[src/hw/adc_port_regs.vh]
// Purpose: constants for the converter data-port pin multiplexer
// Assumes: APB with 32-bit data, one aligned word per register
`ifndef ADC_PORT_REGS_VH
`define ADC_PORT_REGS_VH

`define REG_CTRL_OFS      12'h000
`define REG_STATUS_OFS    12'h004
`define REG_WORDS_OFS     12'h008
`define CTRL_ENABLE_BIT   0
`define CTRL_RESET_VAL    32'h0000_0001
`define ST_SERIAL_BIT     0
`define ST_BYTEMODE_BIT   1
`define ST_SELA_BIT       2
`define ST_SELB_BIT       3
`define ST_SELC_BIT       4
`define ST_CHAIN_BIT      5
`define ST_LEVEL_LSB      8
`define PIN_SEL_A         0
`define PIN_SEL_B         1
`define PIN_SEL_C         2
`define PIN_CHAIN_C       3
`define PIN_CHAIN_B       4
`define PIN_CHAIN_A       5
`define PIN_SCLK          6
`define PIN_BIT7          7
`define PIN_DOUT_A        8
`define PIN_DOUT_B        9
`define PIN_DOUT_C        10
`define RESULT_WIDTH      16
`define FIFO_DEPTH        32
`define SYNC_STAGES       2

`endif

[src/hw/sync_two_stage.v]
// Purpose: two-flop synchroniser for a group of pin levels
// Assumes: inputs are asynchronous to clk_sys
// Notes: first stage is read only by the second
`timescale 1ns/1ns
module sync_two_stage #(
    parameter WIDTH = 1
) (
    input  wire             clk_sys,
    input  wire             reset,
    input  wire [WIDTH-1:0] asyncIn,
    output wire [WIDTH-1:0] syncOut
);
    reg [WIDTH-1:0] stage1_reg;
    reg [WIDTH-1:0] stage2_reg;

    always @(posedge clk_sys) begin
        if (reset) begin
            stage1_reg <= {WIDTH{1'b0}};
            stage2_reg <= {WIDTH{1'b0}};
        end else begin
            stage1_reg <= asyncIn;
            stage2_reg <= stage1_reg;
        end
    end

    assign syncOut = stage2_reg;
endmodule // sync_two_stage

[src/hw/result_fifo.v]
// Purpose: result word buffer between conversion source and port
// Assumes: single clock
// Notes: depth must be a power of two
`timescale 1ns/1ns
module result_fifo #(
    parameter WIDTH = 16,
    parameter DEPTH = 32,
    parameter AW    = 5
) (
    input  wire             clk_sys,
    input  wire             reset,
    input  wire [WIDTH-1:0] inData,
    input  wire             inValid,
    output wire             inReady,
    output wire [WIDTH-1:0] outData,
    output wire             outValid,
    input  wire             outReady,
    output wire [AW:0]      level
);
    reg [WIDTH-1:0] mem [0:DEPTH-1];
    reg [AW:0]      wrPtr_reg;
    reg [AW:0]      rdPtr_reg;
    wire            doWrite;
    wire            doRead;

    assign level    = wrPtr_reg - rdPtr_reg;
    assign inReady  = (level != DEPTH[AW:0]);
    assign outValid = (level != {(AW+1){1'b0}});
    assign outData  = mem[rdPtr_reg[AW-1:0]];
    assign doWrite  = inValid & inReady;
    assign doRead   = outValid & outReady;

    always @(posedge clk_sys) begin
        if (doWrite) begin
            mem[wrPtr_reg[AW-1:0]] <= inData;
        end
    end

    always @(posedge clk_sys) begin
        if (reset) begin
            wrPtr_reg <= {(AW+1){1'b0}};
            rdPtr_reg <= {(AW+1){1'b0}};
        end else begin
            if (doWrite) begin
                wrPtr_reg <= wrPtr_reg + 1'b1;
            end
            if (doRead) begin
                rdPtr_reg <= rdPtr_reg + 1'b1;
            end
        end
    end
endmodule // result_fifo

[src/hw/adc_output_port_pin_config.v]
// Purpose: pin-function multiplexer for the converter result port
// Assumes: host drives mode pins and the serial clock; APB on clk_sys
// Notes: pins are split into in, out and active-low output enable
`timescale 1ns/1ns
`include "adc_port_regs.vh"
module adc_output_port_pin_config #(
    parameter WIDTH = `RESULT_WIDTH,
    parameter DEPTH = `FIFO_DEPTH,
    parameter AW    = 5
) (
    input  wire             clk_sys,
    input  wire             reset,
    input  wire             psel,
    input  wire             penable,
    input  wire             pwrite,
    input  wire [11:0]      paddr,
    input  wire [31:0]      pwdata,
    output reg  [31:0]      prdata,
    output wire             pready,
    output reg              pslverr,
    input  wire [WIDTH-1:0] resultData,
    input  wire             resultValid,
    output wire             resultReady,
    input  wire             portTypeChoice,
    input  wire             wordByteChoice,
    input  wire             chipSelectN,
    input  wire             readN,
    input  wire [15:0]      parallelBusBitIn,
    output reg  [15:0]      parallelBusBitOut,
    output reg  [15:0]      parallelBusBitOeN
);
    localparam ST_IDLE  = 2'h0;
    localparam ST_LOAD  = 2'h1;
    localparam ST_SHIFT = 2'h2;

    wire [19:0]      pinSync;
    wire [15:0]      busSync;
    wire             serialMode;
    wire             byteMode;
    wire             csActiveN;
    wire             rdActiveN;
    wire             selA;
    wire             selB;
    wire             selC;
    wire             chainModeEnable;
    wire             upperByteFirst;
    wire             chainInA;
    wire             chainInB;
    wire             chainInC;
    wire             sclkLevel;
    wire [WIDTH-1:0] fifoData;
    wire             fifoValid;
    wire [AW:0]      fifoLevel;
    wire             apbAccess;
    wire             enable;

    reg  [31:0]      ctrl_reg;
    reg  [31:0]      words_reg;
    reg  [1:0]       state_reg;
    reg  [1:0]       loadIdx_reg;
    reg  [WIDTH-1:0] shiftA_reg;
    reg  [WIDTH-1:0] shiftB_reg;
    reg  [WIDTH-1:0] shiftC_reg;
    reg              sclkPrev_reg;
    reg              csPrev_reg;
    reg              rdPrev_reg;
    reg              bytePhase_reg;
    reg              pop;
    reg  [15:0]      outNext;
    reg  [15:0]      oeNNext;

    sync_two_stage #(
        .WIDTH(20)
    ) pinSyncInst (
        .clk_sys(clk_sys),
        .reset  (reset),
        // strobes pass inverted so the cleared synchroniser reads as idle after reset
        .asyncIn({portTypeChoice, wordByteChoice, ~chipSelectN, ~readN, parallelBusBitIn}),
        .syncOut(pinSync)
    );

    result_fifo #(
        .WIDTH(WIDTH),
        .DEPTH(DEPTH),
        .AW   (AW)
    ) fifoInst (
        .clk_sys (clk_sys),
        .reset   (reset),
        .inData  (resultData),
        .inValid (resultValid),
        .inReady (resultReady),
        .outData (fifoData),
        .outValid(fifoValid),
        .outReady(pop),
        .level   (fifoLevel)
    );

    assign busSync         = pinSync[15:0];
    assign rdActiveN       = ~pinSync[16];
    assign csActiveN       = ~pinSync[17];
    assign byteMode        = pinSync[18];
    assign serialMode      = pinSync[19];
    // pin roles follow the synchronised levels directly, no register write needed
    assign selA            = serialMode & busSync[`PIN_SEL_A];
    assign selB            = serialMode & busSync[`PIN_SEL_B];
    assign selC            = serialMode & busSync[`PIN_SEL_C];
    assign chainModeEnable = serialMode & busSync[`PIN_BIT7];
    assign upperByteFirst  = busSync[`PIN_BIT7];
    assign chainInA        = chainModeEnable & busSync[`PIN_CHAIN_A];
    assign chainInB        = chainModeEnable & busSync[`PIN_CHAIN_B];
    assign chainInC        = chainModeEnable & busSync[`PIN_CHAIN_C];
    assign sclkLevel       = busSync[`PIN_SCLK];
    assign enable          = ctrl_reg[`CTRL_ENABLE_BIT];

    // serial frame: cs fall loads line A always and lines B, C only when selected, sclk falls shift
    always @(posedge clk_sys) begin
        if (reset) begin
            state_reg    <= ST_IDLE;
            loadIdx_reg  <= 2'h0;
            shiftA_reg   <= {WIDTH{1'b0}};
            shiftB_reg   <= {WIDTH{1'b0}};
            shiftC_reg   <= {WIDTH{1'b0}};
            sclkPrev_reg <= 1'b0;
            csPrev_reg   <= 1'b1;
            rdPrev_reg   <= 1'b1;
            bytePhase_reg <= 1'b0;
        end else begin
            sclkPrev_reg <= sclkLevel;
            csPrev_reg   <= csActiveN;
            rdPrev_reg   <= rdActiveN;
            case (state_reg)
                ST_IDLE: begin
                    loadIdx_reg <= 2'h0;
                    if (serialMode && enable && csPrev_reg && !csActiveN) begin
                        state_reg <= ST_LOAD;
                    end
                end
                ST_LOAD: begin
                    // empty buffer shifts zeros rather than stalling the host
                    case (loadIdx_reg)
                        2'h0: shiftA_reg <= fifoValid ? fifoData : {WIDTH{1'b0}};
                        2'h1: shiftB_reg <= (selB && fifoValid) ? fifoData : {WIDTH{1'b0}};
                        default: shiftC_reg <= (selC && fifoValid) ? fifoData : {WIDTH{1'b0}};
                    endcase
                    loadIdx_reg <= loadIdx_reg + 2'h1;
                    if (loadIdx_reg == 2'h2) begin
                        state_reg <= ST_SHIFT;
                    end
                end
                ST_SHIFT: begin
                    if (csActiveN || !serialMode) begin
                        state_reg <= ST_IDLE;
                    end else if (sclkPrev_reg && !sclkLevel) begin
                        // chain inputs enter at the tail so the upstream word follows
                        shiftA_reg <= {shiftA_reg[WIDTH-2:0], chainInA};
                        shiftB_reg <= {shiftB_reg[WIDTH-2:0], chainInB};
                        shiftC_reg <= {shiftC_reg[WIDTH-2:0], chainInC};
                    end
                end
                default: begin
                    state_reg <= ST_IDLE;
                end
            endcase
            if (serialMode || !byteMode || csActiveN) begin
                bytePhase_reg <= 1'b0;
            end else if (!rdPrev_reg && rdActiveN) begin
                bytePhase_reg <= ~bytePhase_reg;
            end
        end
    end

    // buffer pop: serial load slots, or end of a parallel word read
    always @* begin
        pop = 1'b0;
        if (state_reg == ST_LOAD) begin
            case (loadIdx_reg)
                2'h0: pop = 1'b1;
                2'h1: pop = selB;
                default: pop = selC;
            endcase
        end else if (!serialMode && enable && !csActiveN && !rdPrev_reg && rdActiveN) begin
            pop = !byteMode || bytePhase_reg;
        end
    end

    // pin drive; oe low means the pin is driven
    always @* begin
        outNext = 16'h0000;
        oeNNext = 16'hFFFF;
        if (!enable) begin
            oeNNext = 16'hFFFF;
        end else if (serialMode) begin
            // select pins, chain pins, sclk and bit 7 are inputs here
            if (state_reg == ST_SHIFT) begin
                outNext[`PIN_DOUT_A] = shiftA_reg[WIDTH-1];
                outNext[`PIN_DOUT_B] = shiftB_reg[WIDTH-1];
                outNext[`PIN_DOUT_C] = shiftC_reg[WIDTH-1];
            end
            oeNNext[`PIN_DOUT_A] = ~selA;
            oeNNext[`PIN_DOUT_B] = ~selB;
            oeNNext[`PIN_DOUT_C] = ~selC;
        end else if (!csActiveN && !rdActiveN) begin
            if (byteMode) begin
                // byte mode uses the upper lines only; bit 7 stays an input
                if (upperByteFirst ^ bytePhase_reg) begin
                    outNext[15:8] = fifoData[15:8];
                end else begin
                    outNext[15:8] = fifoData[7:0];
                end
                oeNNext[15:8] = 8'h00;
            end else begin
                outNext = fifoData;
                oeNNext = 16'h0000;
            end
        end
    end

    always @(posedge clk_sys) begin
        if (reset) begin
            parallelBusBitOut <= 16'h0000;
            parallelBusBitOeN <= 16'hFFFF;
        end else begin
            parallelBusBitOut <= outNext;
            parallelBusBitOeN <= oeNNext;
        end
    end

    // apb slave: zero wait, error on unmapped word
    assign pready    = 1'b1;
    assign apbAccess = psel & penable;

    always @(posedge clk_sys) begin
        if (reset) begin
            ctrl_reg  <= `CTRL_RESET_VAL;
            words_reg <= 32'h0000_0000;
        end else begin
            if (apbAccess && pwrite && paddr == `REG_CTRL_OFS) begin
                ctrl_reg <= {31'h0000_0000, pwdata[`CTRL_ENABLE_BIT]};
            end
            // a write clears the counter but a pop in the same cycle still counts
            if (pop && fifoValid) begin
                words_reg <= (apbAccess && pwrite && paddr == `REG_WORDS_OFS) ?
                             32'h0000_0001 : words_reg + 32'h0000_0001;
            end else if (apbAccess && pwrite && paddr == `REG_WORDS_OFS) begin
                words_reg <= 32'h0000_0000;
            end
        end
    end

    always @* begin
        prdata  = 32'h0000_0000;
        pslverr = 1'b0;
        case (paddr)
            `REG_CTRL_OFS: prdata = ctrl_reg;
            `REG_STATUS_OFS: begin
                prdata[`ST_SERIAL_BIT]   = serialMode;
                prdata[`ST_BYTEMODE_BIT] = byteMode;
                prdata[`ST_SELA_BIT]     = selA;
                prdata[`ST_SELB_BIT]     = selB;
                prdata[`ST_SELC_BIT]     = selC;
                prdata[`ST_CHAIN_BIT]    = chainModeEnable;
                prdata[`ST_LEVEL_LSB+AW:`ST_LEVEL_LSB] = fifoLevel;
            end
            `REG_WORDS_OFS: prdata = words_reg;
            default: pslverr = apbAccess;
        endcase
    end
endmodule // adc_output_port_pin_config

[config.mk]
export PLATFORM = sky130hd
export DESIGN_NAME = adc_output_port_pin_config
export DESIGN_NICKNAME = d
export VERILOG_FILES = /design/src/hw/sync_two_stage.v /design/src/hw/result_fifo.v /design/src/hw/adc_output_port_pin_config.v
export VERILOG_INCLUDE_DIRS = /design/src /design/src/hw
export SDC_FILE = /design/constraint.sdc
export NUM_CORES = 1
export LEC_CHECK = 0
export BUFFER_PORTS_ARGS = -buffer_cell sky130_fd_sc_hd__buf_2
export CORE_MARGIN = 2
export CORE_UTILIZATION = 30
export DETAILED_ROUTE_END_ITERATION = 10
export SLEW_MARGIN = 20
export SYNTH_ARGS = -nofsm -noshare
export SYNTH_HDL_FRONTEND = slang
export SYNTH_HIERARCHICAL = 1
export SYNTH_SLANG_ARGS = --single-unit
[constraint.sdc]
create_clock -name clk_sys -period 3.5 [get_ports clk_sys]
set_clock_uncertainty 0.05 [all_clocks]
set_input_delay 0.175 -clock clk_sys [delete_from_list [all_inputs] [get_ports clk_sys]]
set_output_delay 0.175 -clock clk_sys [all_outputs]
set_load 0.05 [all_outputs]
==> results of run 1 <==
[timing repair]
action	in CTS	in global routing
gates cloned	0	1
gates resized for setup	5	13
endpoints found under the setup margin	29	110
buffers inserted	0	1
hold buffers	28	0
endpoints found under the hold margin	25	0
[cell type report]
cell class	count	area, µm²
fillers	8196	56610
flip-flops and latches	663	18410
multi-input cells	786	7815
clock buffers	86	1779
repair buffers	244	1737
well taps	1165	1458
clock inverters	29	326.6
inverters	27	101.3
[stage by stage]
| step | cell area, µm² | TNS, ns | util | setup slack, ns | hold WS [ns] |
|---|---|---|---|---|---|
| global route | 31630 | 0 | 0.3584 | 0.009650 | 0.06149 |
| global placement | 29100 | 0 | 0.3298 | 0.05559 | 0.3409 |
| finish | 31630 | 0 | 0.3584 | 0.1459 | 0.04571 |
| floorplan | 26690 | 0 | - | 0.09135 | 0.2239 |
| CTS | 31540 | 0 | 0.3574 | 0.001353 | 0.01747 |
| detailed placement | 29130 | -0.1839 | 0.3301 | -0.02458 | 0.3411 |
[worst max-delay path: stages, from the launching register on]
cell and delay [ns]:
dfxtp_1 0.34, inv_1 0.06, ha_1 0.22, fa_1 0.39, buf_4 0.15, xnor2_1 0.17
buf_4 0.16, nor3_1 0.05, mux2i_1 0.23, nor4_2 0.09, inv_2 0.10, nand2_1 0.06
o221a_2 0.32, buf_12 0.18, or4_1 0.52, a21oi_1 0.16
[final timing paths]
path                      startpoint                  end  slack [ns]  depth (start not counted)
min reg2reg  pinSyncInst/syncOut[17]           csPrev_reg        0.38                          1
max reg2reg    fifoInst/wrPtr_reg[0]        words_reg[31]        0.15                         15
max            fifoInst/wrPtr_reg[0]        words_reg[31]        0.15                         15
min                   resultData[11]  fifoInst/mem[5][11]        0.05                          1
[layer usage]
| layer | vias up | GRT usage | wire (µm) |
|---|---|---|---|
| li1 | 6727 | - | - |
| met1 | 7827 | 0.1962 | 28690 |
| met2 | 553 | 0.2230 | 30150 |
| met3 | 96 | 0.02902 | 4498 |
| met4 | 2 | 0.03336 | 1215 |
| met5 | - | 0 | 11 |
[report_power, final]
group	switching, mW	leakage [nW]	internal (mW)
combinational	0.460	3.12	0.241
clock	2.96	1.02	3.98
sequential	0.0253	5.84	8.53
[layout by cell type (no fill, tap or decap), types with 18 or more instances in the layout]
cell type,instances
a32oi_1,31
dfxtp_1,146
and2_1,30
edfxtp_1,512
inv_1,26
mux4_2,160
nor2_1,84
buf_2,111
or4_1,19
dlygate4sd3_1,28
nor2b_1,18
a21oi_1,53
nand2_1,53
o31ai_1,19
nand3_1,41
clkbuf_16,69
buf_4,96
mux2_2,22
a211oi_1,32
==> results by group, run 1 <==
Outcome
  • Status: completed

Die
  • Die W: 302.3 µm
  • Ports: about 150
  • Die area: just over 90000 µm²
  • Initial Util: 0.3025
  • Die height: 302.3 µm
  • Core box area: around 88000 µm²
  • Site row count: roughly 110

Timing
  • Slew HR: 0.2726
  • RSZ-0062 raised after global routing: no
  • Final worst-path cycle share: 0.9583
  • Final hold vios: 0
  • Slew @ Worst Pin: between 1 and 1.5 ns
  • Minimum clock period: 3.354 ns
  • Fmax: 298.1 MHz
  • Slew Limit Fails: 0
  • Endpoints failing setup: 0

Clock network
  • Number of CTS-inserted buffers: between 60 and 70
  • CTS Buffer Depth: 3
  • CTS H-tree lvls: 3
  • Root buffer cell: clkbuf_16
  • Clk_lat worst skew: 0.61 ns
  • TritonCTS clock tree: built
  • Clock transition at the registers of the reported paths: 0.07 ns
  • Count of clock tree sinks: 663

Worst setup path
  • Critical path arrival: 3.82 ns
  • Req. time, crit path: 3.97 ns
  • Max FO, Critical Path: 29
  • Worst Setup End Kind: register
  • CP Class: register to register
  • Startpoint Class: register

Global route
  • Initial antenna violation count: 5
  • GRT overflow: 0
  • Largest net degree at the start of global routing: roughly 80
  • Global-route wire length before repair: a little under 100000 µm
  • Total Routing Usage GR: 0.1399
  • Number of global-route vias before repair: roughly 15000

Detailed routing
  • Vias: 15210
  • Final antenna-violating net count: 0
  • Vias per cell: 5.068
  • Wire per inst: between 20 and 25 µm
  • First DRT Iteration DRCs: 1336
  • Drt drc: 0
  • Final wirelength: 64570 µm
  • DRT Pass-1 Iters: 6

Power
  • Power Density: 512.1 nW/µm²
  • Worst vdd ir: 0.4415 mV
  • P_leak: 9.976 nW
  • Total power: 16.19 mW

Final layout
  • Synth-to-layout area growth: 18.49%
  • Share of cells above drive strength 1: 0.3063
  • Max reg flops: between 500 and 600
  • Post-route insts no fill: 3000
  • Nets: approximately 1900
  • # diodes: 0

Synth
  • Synthesized cell area: 26690 µm²
  • Ys Warns: 6
  • Synthesized area per cell: 16.81 µm²
  • Net Count, Synth: 1689
  • Synth Instances: 1588

Placement
  • GPL Wtd Cong: around 0.82
  • IO Port Bufs: about 110
  • Dpl cells: between 2000 and 3000
  • HPWL Detailed: 40770 µm

Min path
  • Hold Crit Class: input pin to register

Flow run
  • Max Cap Viol: 0
Note: power is estimated with default switching activity, not from simulation.
==> run 2: changes to the inputs <==
--- a/config.mk
+++ b/config.mk
@@ -10,6 +10,7 @@
 export CORE_MARGIN = 2
 export CORE_UTILIZATION = 30
 export DETAILED_ROUTE_END_ITERATION = 10
+export SETUP_SLACK_MARGIN = 0.2
 export SLEW_MARGIN = 20
 export SYNTH_ARGS = -nofsm -noshare
 export SYNTH_HDL_FRONTEND = slang
==> run 2 against run 1 <==
Global-route usage is 0.069 points higher; wire length is 0.76% higher; clock power hardly changed; via count is 0.61% higher; cell count is 0.47% higher; critical endpoint is now words_reg[12].
==> results by group, run 2 (synthesis gave the netlist of run 1 again) <==
Outcome
  • Status: completed

Power
  • Worst vdd ir: 0.4415 mV (about the same)
  • Total power: 16.24 mW (+0.27%)
  • Power Density: 508.4 nW/µm² (-0.71%)
  • P_leak: 10.10 nW (+1.2%)

Clock network
  • Count of clock tree sinks: 663 (unchanged)
  • Clk_lat worst skew: 0.61 ns (about the same)
  • Clock transition at the registers of the reported paths: 0.06 ns (about the same)
  • TritonCTS clock tree: built
  • Number of CTS-inserted buffers: 66 (unchanged)
  • CTS H-tree lvls: 3 (unchanged)
  • Root buffer cell: clkbuf_16
  • CTS Buffer Depth: 3 (unchanged)

Worst setup path
  • Worst Setup End Kind: register
  • Critical path arrival: 3.70 ns (-0.12 ns)
  • Max FO, Critical Path: 7 (-76%)
  • Req. time, crit path: 3.97 ns (about the same)
  • Startpoint Class: register
  • CP Class: register to register

Min path
  • Hold Crit Class: input pin to register

Detailed routing
  • Drt drc: 0 (unchanged)
  • Vias: 15300 (+0.61%)
  • Wire per inst: 21.58 µm (+0.29%)
  • First DRT Iteration DRCs: 1493 (+12%)
  • DRT Pass-1 Iters: 5 (-1)
  • Final wirelength: 65060 µm (+0.76%)
  • Final antenna-violating net count: 0 (unchanged)
  • Vias per cell: 5.075 (+0.14%)

Final layout
  • Final core utilization: 0.3620 (+0.003559)
  • Synth-to-layout area growth: 19.67%
  • Commonest non-fill, non-tap cell in the layout: edfxtp_1
  • Nets: 1903 (+0.74%)
  • Commonest cells after routing, fill and taps aside: edfxtp_1, mux4_2, dfxtp_1, buf_2, buf_4
  • Share of cells above drive strength 1: 0.3223 (+0.01607)
  • # diodes: 0 (unchanged)
  • Max reg flops: 512 (unchanged)
  • Post-route insts no fill: 3014 (+0.47%)

Timing
  • Slew HR: 0.2179 (-0.05472)
  • RSZ-0062 raised after global routing: yes
  • Minimum clock period: 3.237 ns (-0.1176 ns)
  • Fmax: 309.0 MHz (+3.6%)
  • Final hold slack: 0.04314 ns (-0.002572 ns)
  • Endpoints failing setup: 0 (unchanged)
  • Slew Limit Fails: 0 (unchanged)
  • Slew @ Worst Pin: 1.173 ns (+0.08208 ns)
  • Final worst-path cycle share: 0.9247 (-0.03360)
  • Final hold vios: 0 (unchanged)

Die
  • Initial Util: 0.3025 (unchanged)
  • Core box area: 88240 µm² (unchanged)
  • Site row count: 109 (unchanged)
  • Die height: 302.3 µm (unchanged)
  • Ports: 153 (unchanged)
  • Die W: 302.3 µm (unchanged)
  • Die area: 91370 µm² (unchanged)

Global route
  • Initial antenna violation count: 5 (unchanged)
  • Total Routing Usage GR: 0.1406 (+0.0006885)
  • Global-route wire length before repair: 96920 µm (+0.44%)
  • GRT overflow: 0 (unchanged)
  • Largest net degree at the start of global routing: 82 (unchanged)
  • Number of global-route vias before repair: 15320 (+0.41%)

Placement
  • IO Port Bufs: 112 (unchanged)
  • HPWL Detailed: 40770 µm (unchanged)
  • Dpl cells: 2855 (unchanged)
  • GPL Wtd Cong: 0.8150 (unchanged)

Flow run
  • Max Cap Viol: 0 (unchanged)
[run 2: cell count changes in the layout (fill, tap and decap cells not counted), moves of 4 or more]
cell,change
buf_6,+5
a21oi_2,+4
buf_4,+5
a21oi_1,-4
[run 2: critical path: stages (launching register included)]
cell	delay, ns
dfxtp_2	0.34
inv_2	0.05
ha_4	0.16
fa_2	0.37
buf_6	0.14
xnor2_4	0.14
buf_6	0.12
nor3_1	0.04
mux2i_1	0.32
nor4_4	0.07
inv_2	0.11
nand2_2	0.06
o221a_4	0.33
clkbuf_16	0.19
or4_1	0.51
a21oi_1	0.15
[run 2: final timing paths]
check             cells after the start  slack (ns)                     from                   to
setup / recovery                     15        0.26    fifoInst/wrPtr_reg[0]        words_reg[12]
setup reg to reg                     15        0.26    fifoInst/wrPtr_reg[0]        words_reg[12]
hold reg to reg                       1        0.38  pinSyncInst/syncOut[17]           csPrev_reg
hold / removal                        1        0.04            resultData[3]  fifoInst/mem[10][3]
[run 2: power by group]
| part | total, mW | internal, mW | switching [mW] | leakage, nW |
|---|---|---|---|---|
| registers | 8.55 | 8.53 | 0.0259 | 5.84 |
| clock network | 6.94 | 3.98 | 2.95 | 1.02 |
| logic | 0.745 | 0.271 | 0.474 | 3.24 |
[run 2: cell type report]
class | instances | area, µm²
multi-input combinational | 786 | 7941
tap | 1165 | 1458
clock buffer | 86 | 1779
clock inverter | 29 | 326.6
fill | 8176 | 56300
timing repair buffer | 258 | 1923
inverter | 27 | 101.3
sequential | 663 | 18410
[run 2: routing by layer]
| metal | up-vias | global-route usage | routed length [µm] |
|---|---|---|---|
| li1 | 6762 | - | - |
| met1 | 7875 | 0.1967 | 28570 |
| met2 | 565 | 0.2243 | 30590 |
| met3 | 93 | 0.02988 | 4639 |
| met4 | 2 | 0.03336 | 1243 |
| met5 | - | 0 | 11 |
[run 2: what timing repair did]
action	4_1_cts	5_1_grt
hold buffers	28	0
buffers inserted	3	9
gates cloned	1	3
endpoints found under the setup margin	181	271
hold endpoints to repair	25	0
pin swaps	1	13
resized for setup	19	30
[run 2: stage by stage]
step           setup slack (ns)  TNS, ns  cell area, µm²
4_1_cts                  0.2105        0           31660
3_5_place_dp           -0.02458  -0.1839           29130
5_1_grt                  0.1752        0           31940
3_3_place_gp            0.05559        0           29100
2_1_floorplan           0.09135        0           26690
6_report                 0.2635        0           31940
==> run 3: changes to the inputs <==
--- a/config.mk
+++ b/config.mk
@@ -10,6 +10,7 @@
 export CORE_MARGIN = 2
 export CORE_UTILIZATION = 30
 export DETAILED_ROUTE_END_ITERATION = 10
+export RECOVER_POWER = 25
 export SETUP_SLACK_MARGIN = 0.2
 export SLEW_MARGIN = 20
 export SYNTH_ARGS = -nofsm -noshare
==> run 3 against run 2 <==
Power is essentially flat; the run now ends with capacitance limit left; core utilization is essentially flat; global-route usage did not move; critical path depth unchanged; maximum frequency up 0.11%; wire length about the same; sequential power about the same; first-iteration DRC count rose by 0.13%; highest routed layer unchanged; largest power group unchanged; clock-buffer cell count did not move; critical path type unchanged; register-to-register slack is essentially flat; worst setup slack better by 0.0034 ns; cell area hardly changed.
==> results by group, run 3 (synthesis gave the netlist of run 1 again) <==
Outcome
  • Status: finished, violations left
  • Violated checks: capacitance limit

Timing
  • Fmax: 309.3 MHz (+0.11%)
  • Minimum clock period: 3.233 ns (-0.003448 ns)
  • RSZ-0062 raised after global routing: yes
  • Slew HR: 0.006522 (-0.2114)
  • Slew @ Worst Pin: 1.490 ns (+0.3171 ns)
  • Final hold vios: 0 (unchanged)
  • Slew Limit Fails: 0 (unchanged)
  • Endpoints failing setup: 0 (unchanged)
  • Final worst-path cycle share: 0.9237 (-0.0009851)

Final layout
  • Share of cells above drive strength 1: 0.3148 (-0.007572)
  • Post-route insts no fill: 3014 (unchanged)
  • Nets: 1903 (unchanged)
  • Max reg flops: 512 (unchanged)
  • Commonest non-fill, non-tap cell in the layout: edfxtp_1
  • Synth-to-layout area growth: 19.61% (about the same)
  • # diodes: 0 (unchanged)
  • Commonest cells after routing, fill and taps aside: edfxtp_1, mux4_2, dfxtp_1, buf_4, buf_2

Worst setup path
  • Worst Setup End Kind: register
  • Crit path cell chain: inv_2, ha_4, fa_2, buf_6, xnor2_4, buf_6, nor3_1, mux2i_1, nor4_4, inv_2, nand2_2, o221a_4, clkbuf_16, or4_1, a21oi_1
  • Slowest CP cell: or4_1
  • Startpoint Class: register
  • Critical path arrival: 3.70 ns (about the same)
  • CP Class: register to register
  • Top delay family on crit path: simple AND/OR/NAND/NOR gates
  • Req. time, crit path: 3.97 ns (about the same)
  • Worst path bufs/invs: 5 (unchanged)
  • Worst stage delay on the critical path: 0.51 ns (about the same)
  • Max FO, Critical Path: 7 (unchanged)

Flow run
  • Max Cap Viol: 1 (+1)

Placement
  • HPWL Detailed: 40770 µm (unchanged)
  • GPL Wtd Cong: 0.8150 (unchanged)
  • Dpl cells: 2855 (unchanged)
  • IO Port Bufs: 112 (unchanged)

Global route
  • GRT overflow: 0 (unchanged)
  • Largest net degree at the start of global routing: 82 (unchanged)
  • Initial antenna violation count: 3 (-2)
  • Most Crowded Layer GR: met2
  • Met3 usage: 0.02988 (unchanged)
  • Met2 GRT Util: 0.2243 (unchanged)
  • Met1 Usage GRT: 0.1967 (unchanged)
  • Number of global-route vias before repair: 15320 (unchanged)
  • Total Routing Usage GR: 0.1406 (unchanged)
  • Global-route wire length before repair: 96920 µm (unchanged)

Detailed routing
  • Final wirelength: 65030 µm (about the same)
  • Vias per cell: 5.084 (+0.18%)
  • DRT Pass-1 Iters: 6 (+1)
  • Wire per inst: 21.58 µm (about the same)
  • Final antenna-violating net count: 0 (unchanged)
  • Drt drc: 0 (unchanged)
  • Vias: 15320 (+0.18%)
  • First DRT Iteration DRCs: 1495 (+0.13%)

Power
  • Total power: 16.25 mW (about the same)
  • Power Density: 509.0 nW/µm² (+0.11%)
  • Worst vdd ir: 0.4417 mV (about the same)
  • P_leak: 10.06 nW (-0.38%)

Clock network
  • Clock transition at the registers of the reported paths: 0.06 ns (about the same)
  • Clk_lat worst skew: 0.61 ns (about the same)
  • Root buffer cell: clkbuf_16
  • TritonCTS clock tree: built
  • Count of clock tree sinks: 663 (unchanged)
  • CTS Buffer Depth: 3 (unchanged)
  • Number of CTS-inserted buffers: 66 (unchanged)
  • CTS H-tree lvls: 3 (unchanged)

Die
  • Initial Util: 0.3025 (unchanged)
  • Ports: 153 (unchanged)
  • Die height: 302.3 µm (unchanged)
  • Die W: 302.3 µm (unchanged)
  • Core box area: 88240 µm² (unchanged)
  • Die area: 91370 µm² (unchanged)
  • Site row count: 109 (unchanged)

Min path
  • Hold Crit Class: input pin to register
==> run 3: cell count changes in the layout (fill, tap and decap cells not counted), sizes merged <==
| cell | change |
|---|---|
| buf | -14 |
| clkbuf | +14 |
==> run 3: path summary, 6_finish.rpt <==
path | start | end | slack (ns) | cells after the start
min | resultData[9] | fifoInst/mem[11][9] | 0.06 | 1
max reg2reg | fifoInst/wrPtr_reg[0] | words_reg[12] | 0.27 | 15
min reg2reg | pinSyncInst/syncOut[17] | csPrev_reg | 0.38 | 1
max | fifoInst/wrPtr_reg[0] | words_reg[12] | 0.27 | 15
==> run 3: metrics by stage <==
stage                       util  setup TNS, ns  area (µm²)  setup slack [ns]  hold WS, ns
final                     0.3618              0       31920            0.2669      0.06226
after global routing      0.3618              0       31920            0.1752      0.09105
after CTS                 0.3588              0       31660            0.2105      0.01747
after detailed placement  0.3301        -0.1839       29130          -0.02458       0.3411
after global placement    0.3298              0       29100           0.05559       0.3409
after floorplan                -              0       26690           0.09135       0.2239
==> run 3: report_power, final <==
group	total, mW	switching, mW	internal [mW]	leakage (nW)
sequential	8.56	0.0258	8.53	5.84
clock	6.95	2.96	3.98	1.02
combinational	0.741	0.473	0.268	3.20
==> run 3: what timing repair did <==
action,4_1_cts,5_1_grt
hold buffers,28,0
endpoints found under the setup margin,181,271
pin swaps,1,13
cloned,1,3
setup buffers,3,9
hold endpoints to repair,25,0
gates resized for setup,19,30
==> run 3: metal layers <==
metal / vias to the layer above / wire length [µm]
met5: - / 11
met4: 2 / 1209
met3: 89 / 4789
met2: 592 / 30580
met1: 7872 / 28440
li1: 6769 / -
==> run 3: area by class of cell <==
class,instances,area (µm²)
fill,8185,56320
clock buffer,86,1779
tap,1165,1458
sequential,663,18410
timing repair buffer,258,1906
clock inverter,29,326.6
inverter,27,101.3
multi-input combinational,786,7941
==> run 3: worst reg2reg max path: stages (launching register included) <==
cell and delay, ns:
dfxtp_2 0.34, inv_2 0.05, ha_4 0.16, fa_2 0.37
buf_6 0.14, xnor2_4 0.14, buf_6 0.12, nor3_1 0.04
mux2i_1 0.32, nor4_4 0.07, inv_2 0.11, nand2_2 0.06
o221a_4 0.33, clkbuf_16 0.19, or4_1 0.51, a21oi_1 0.15
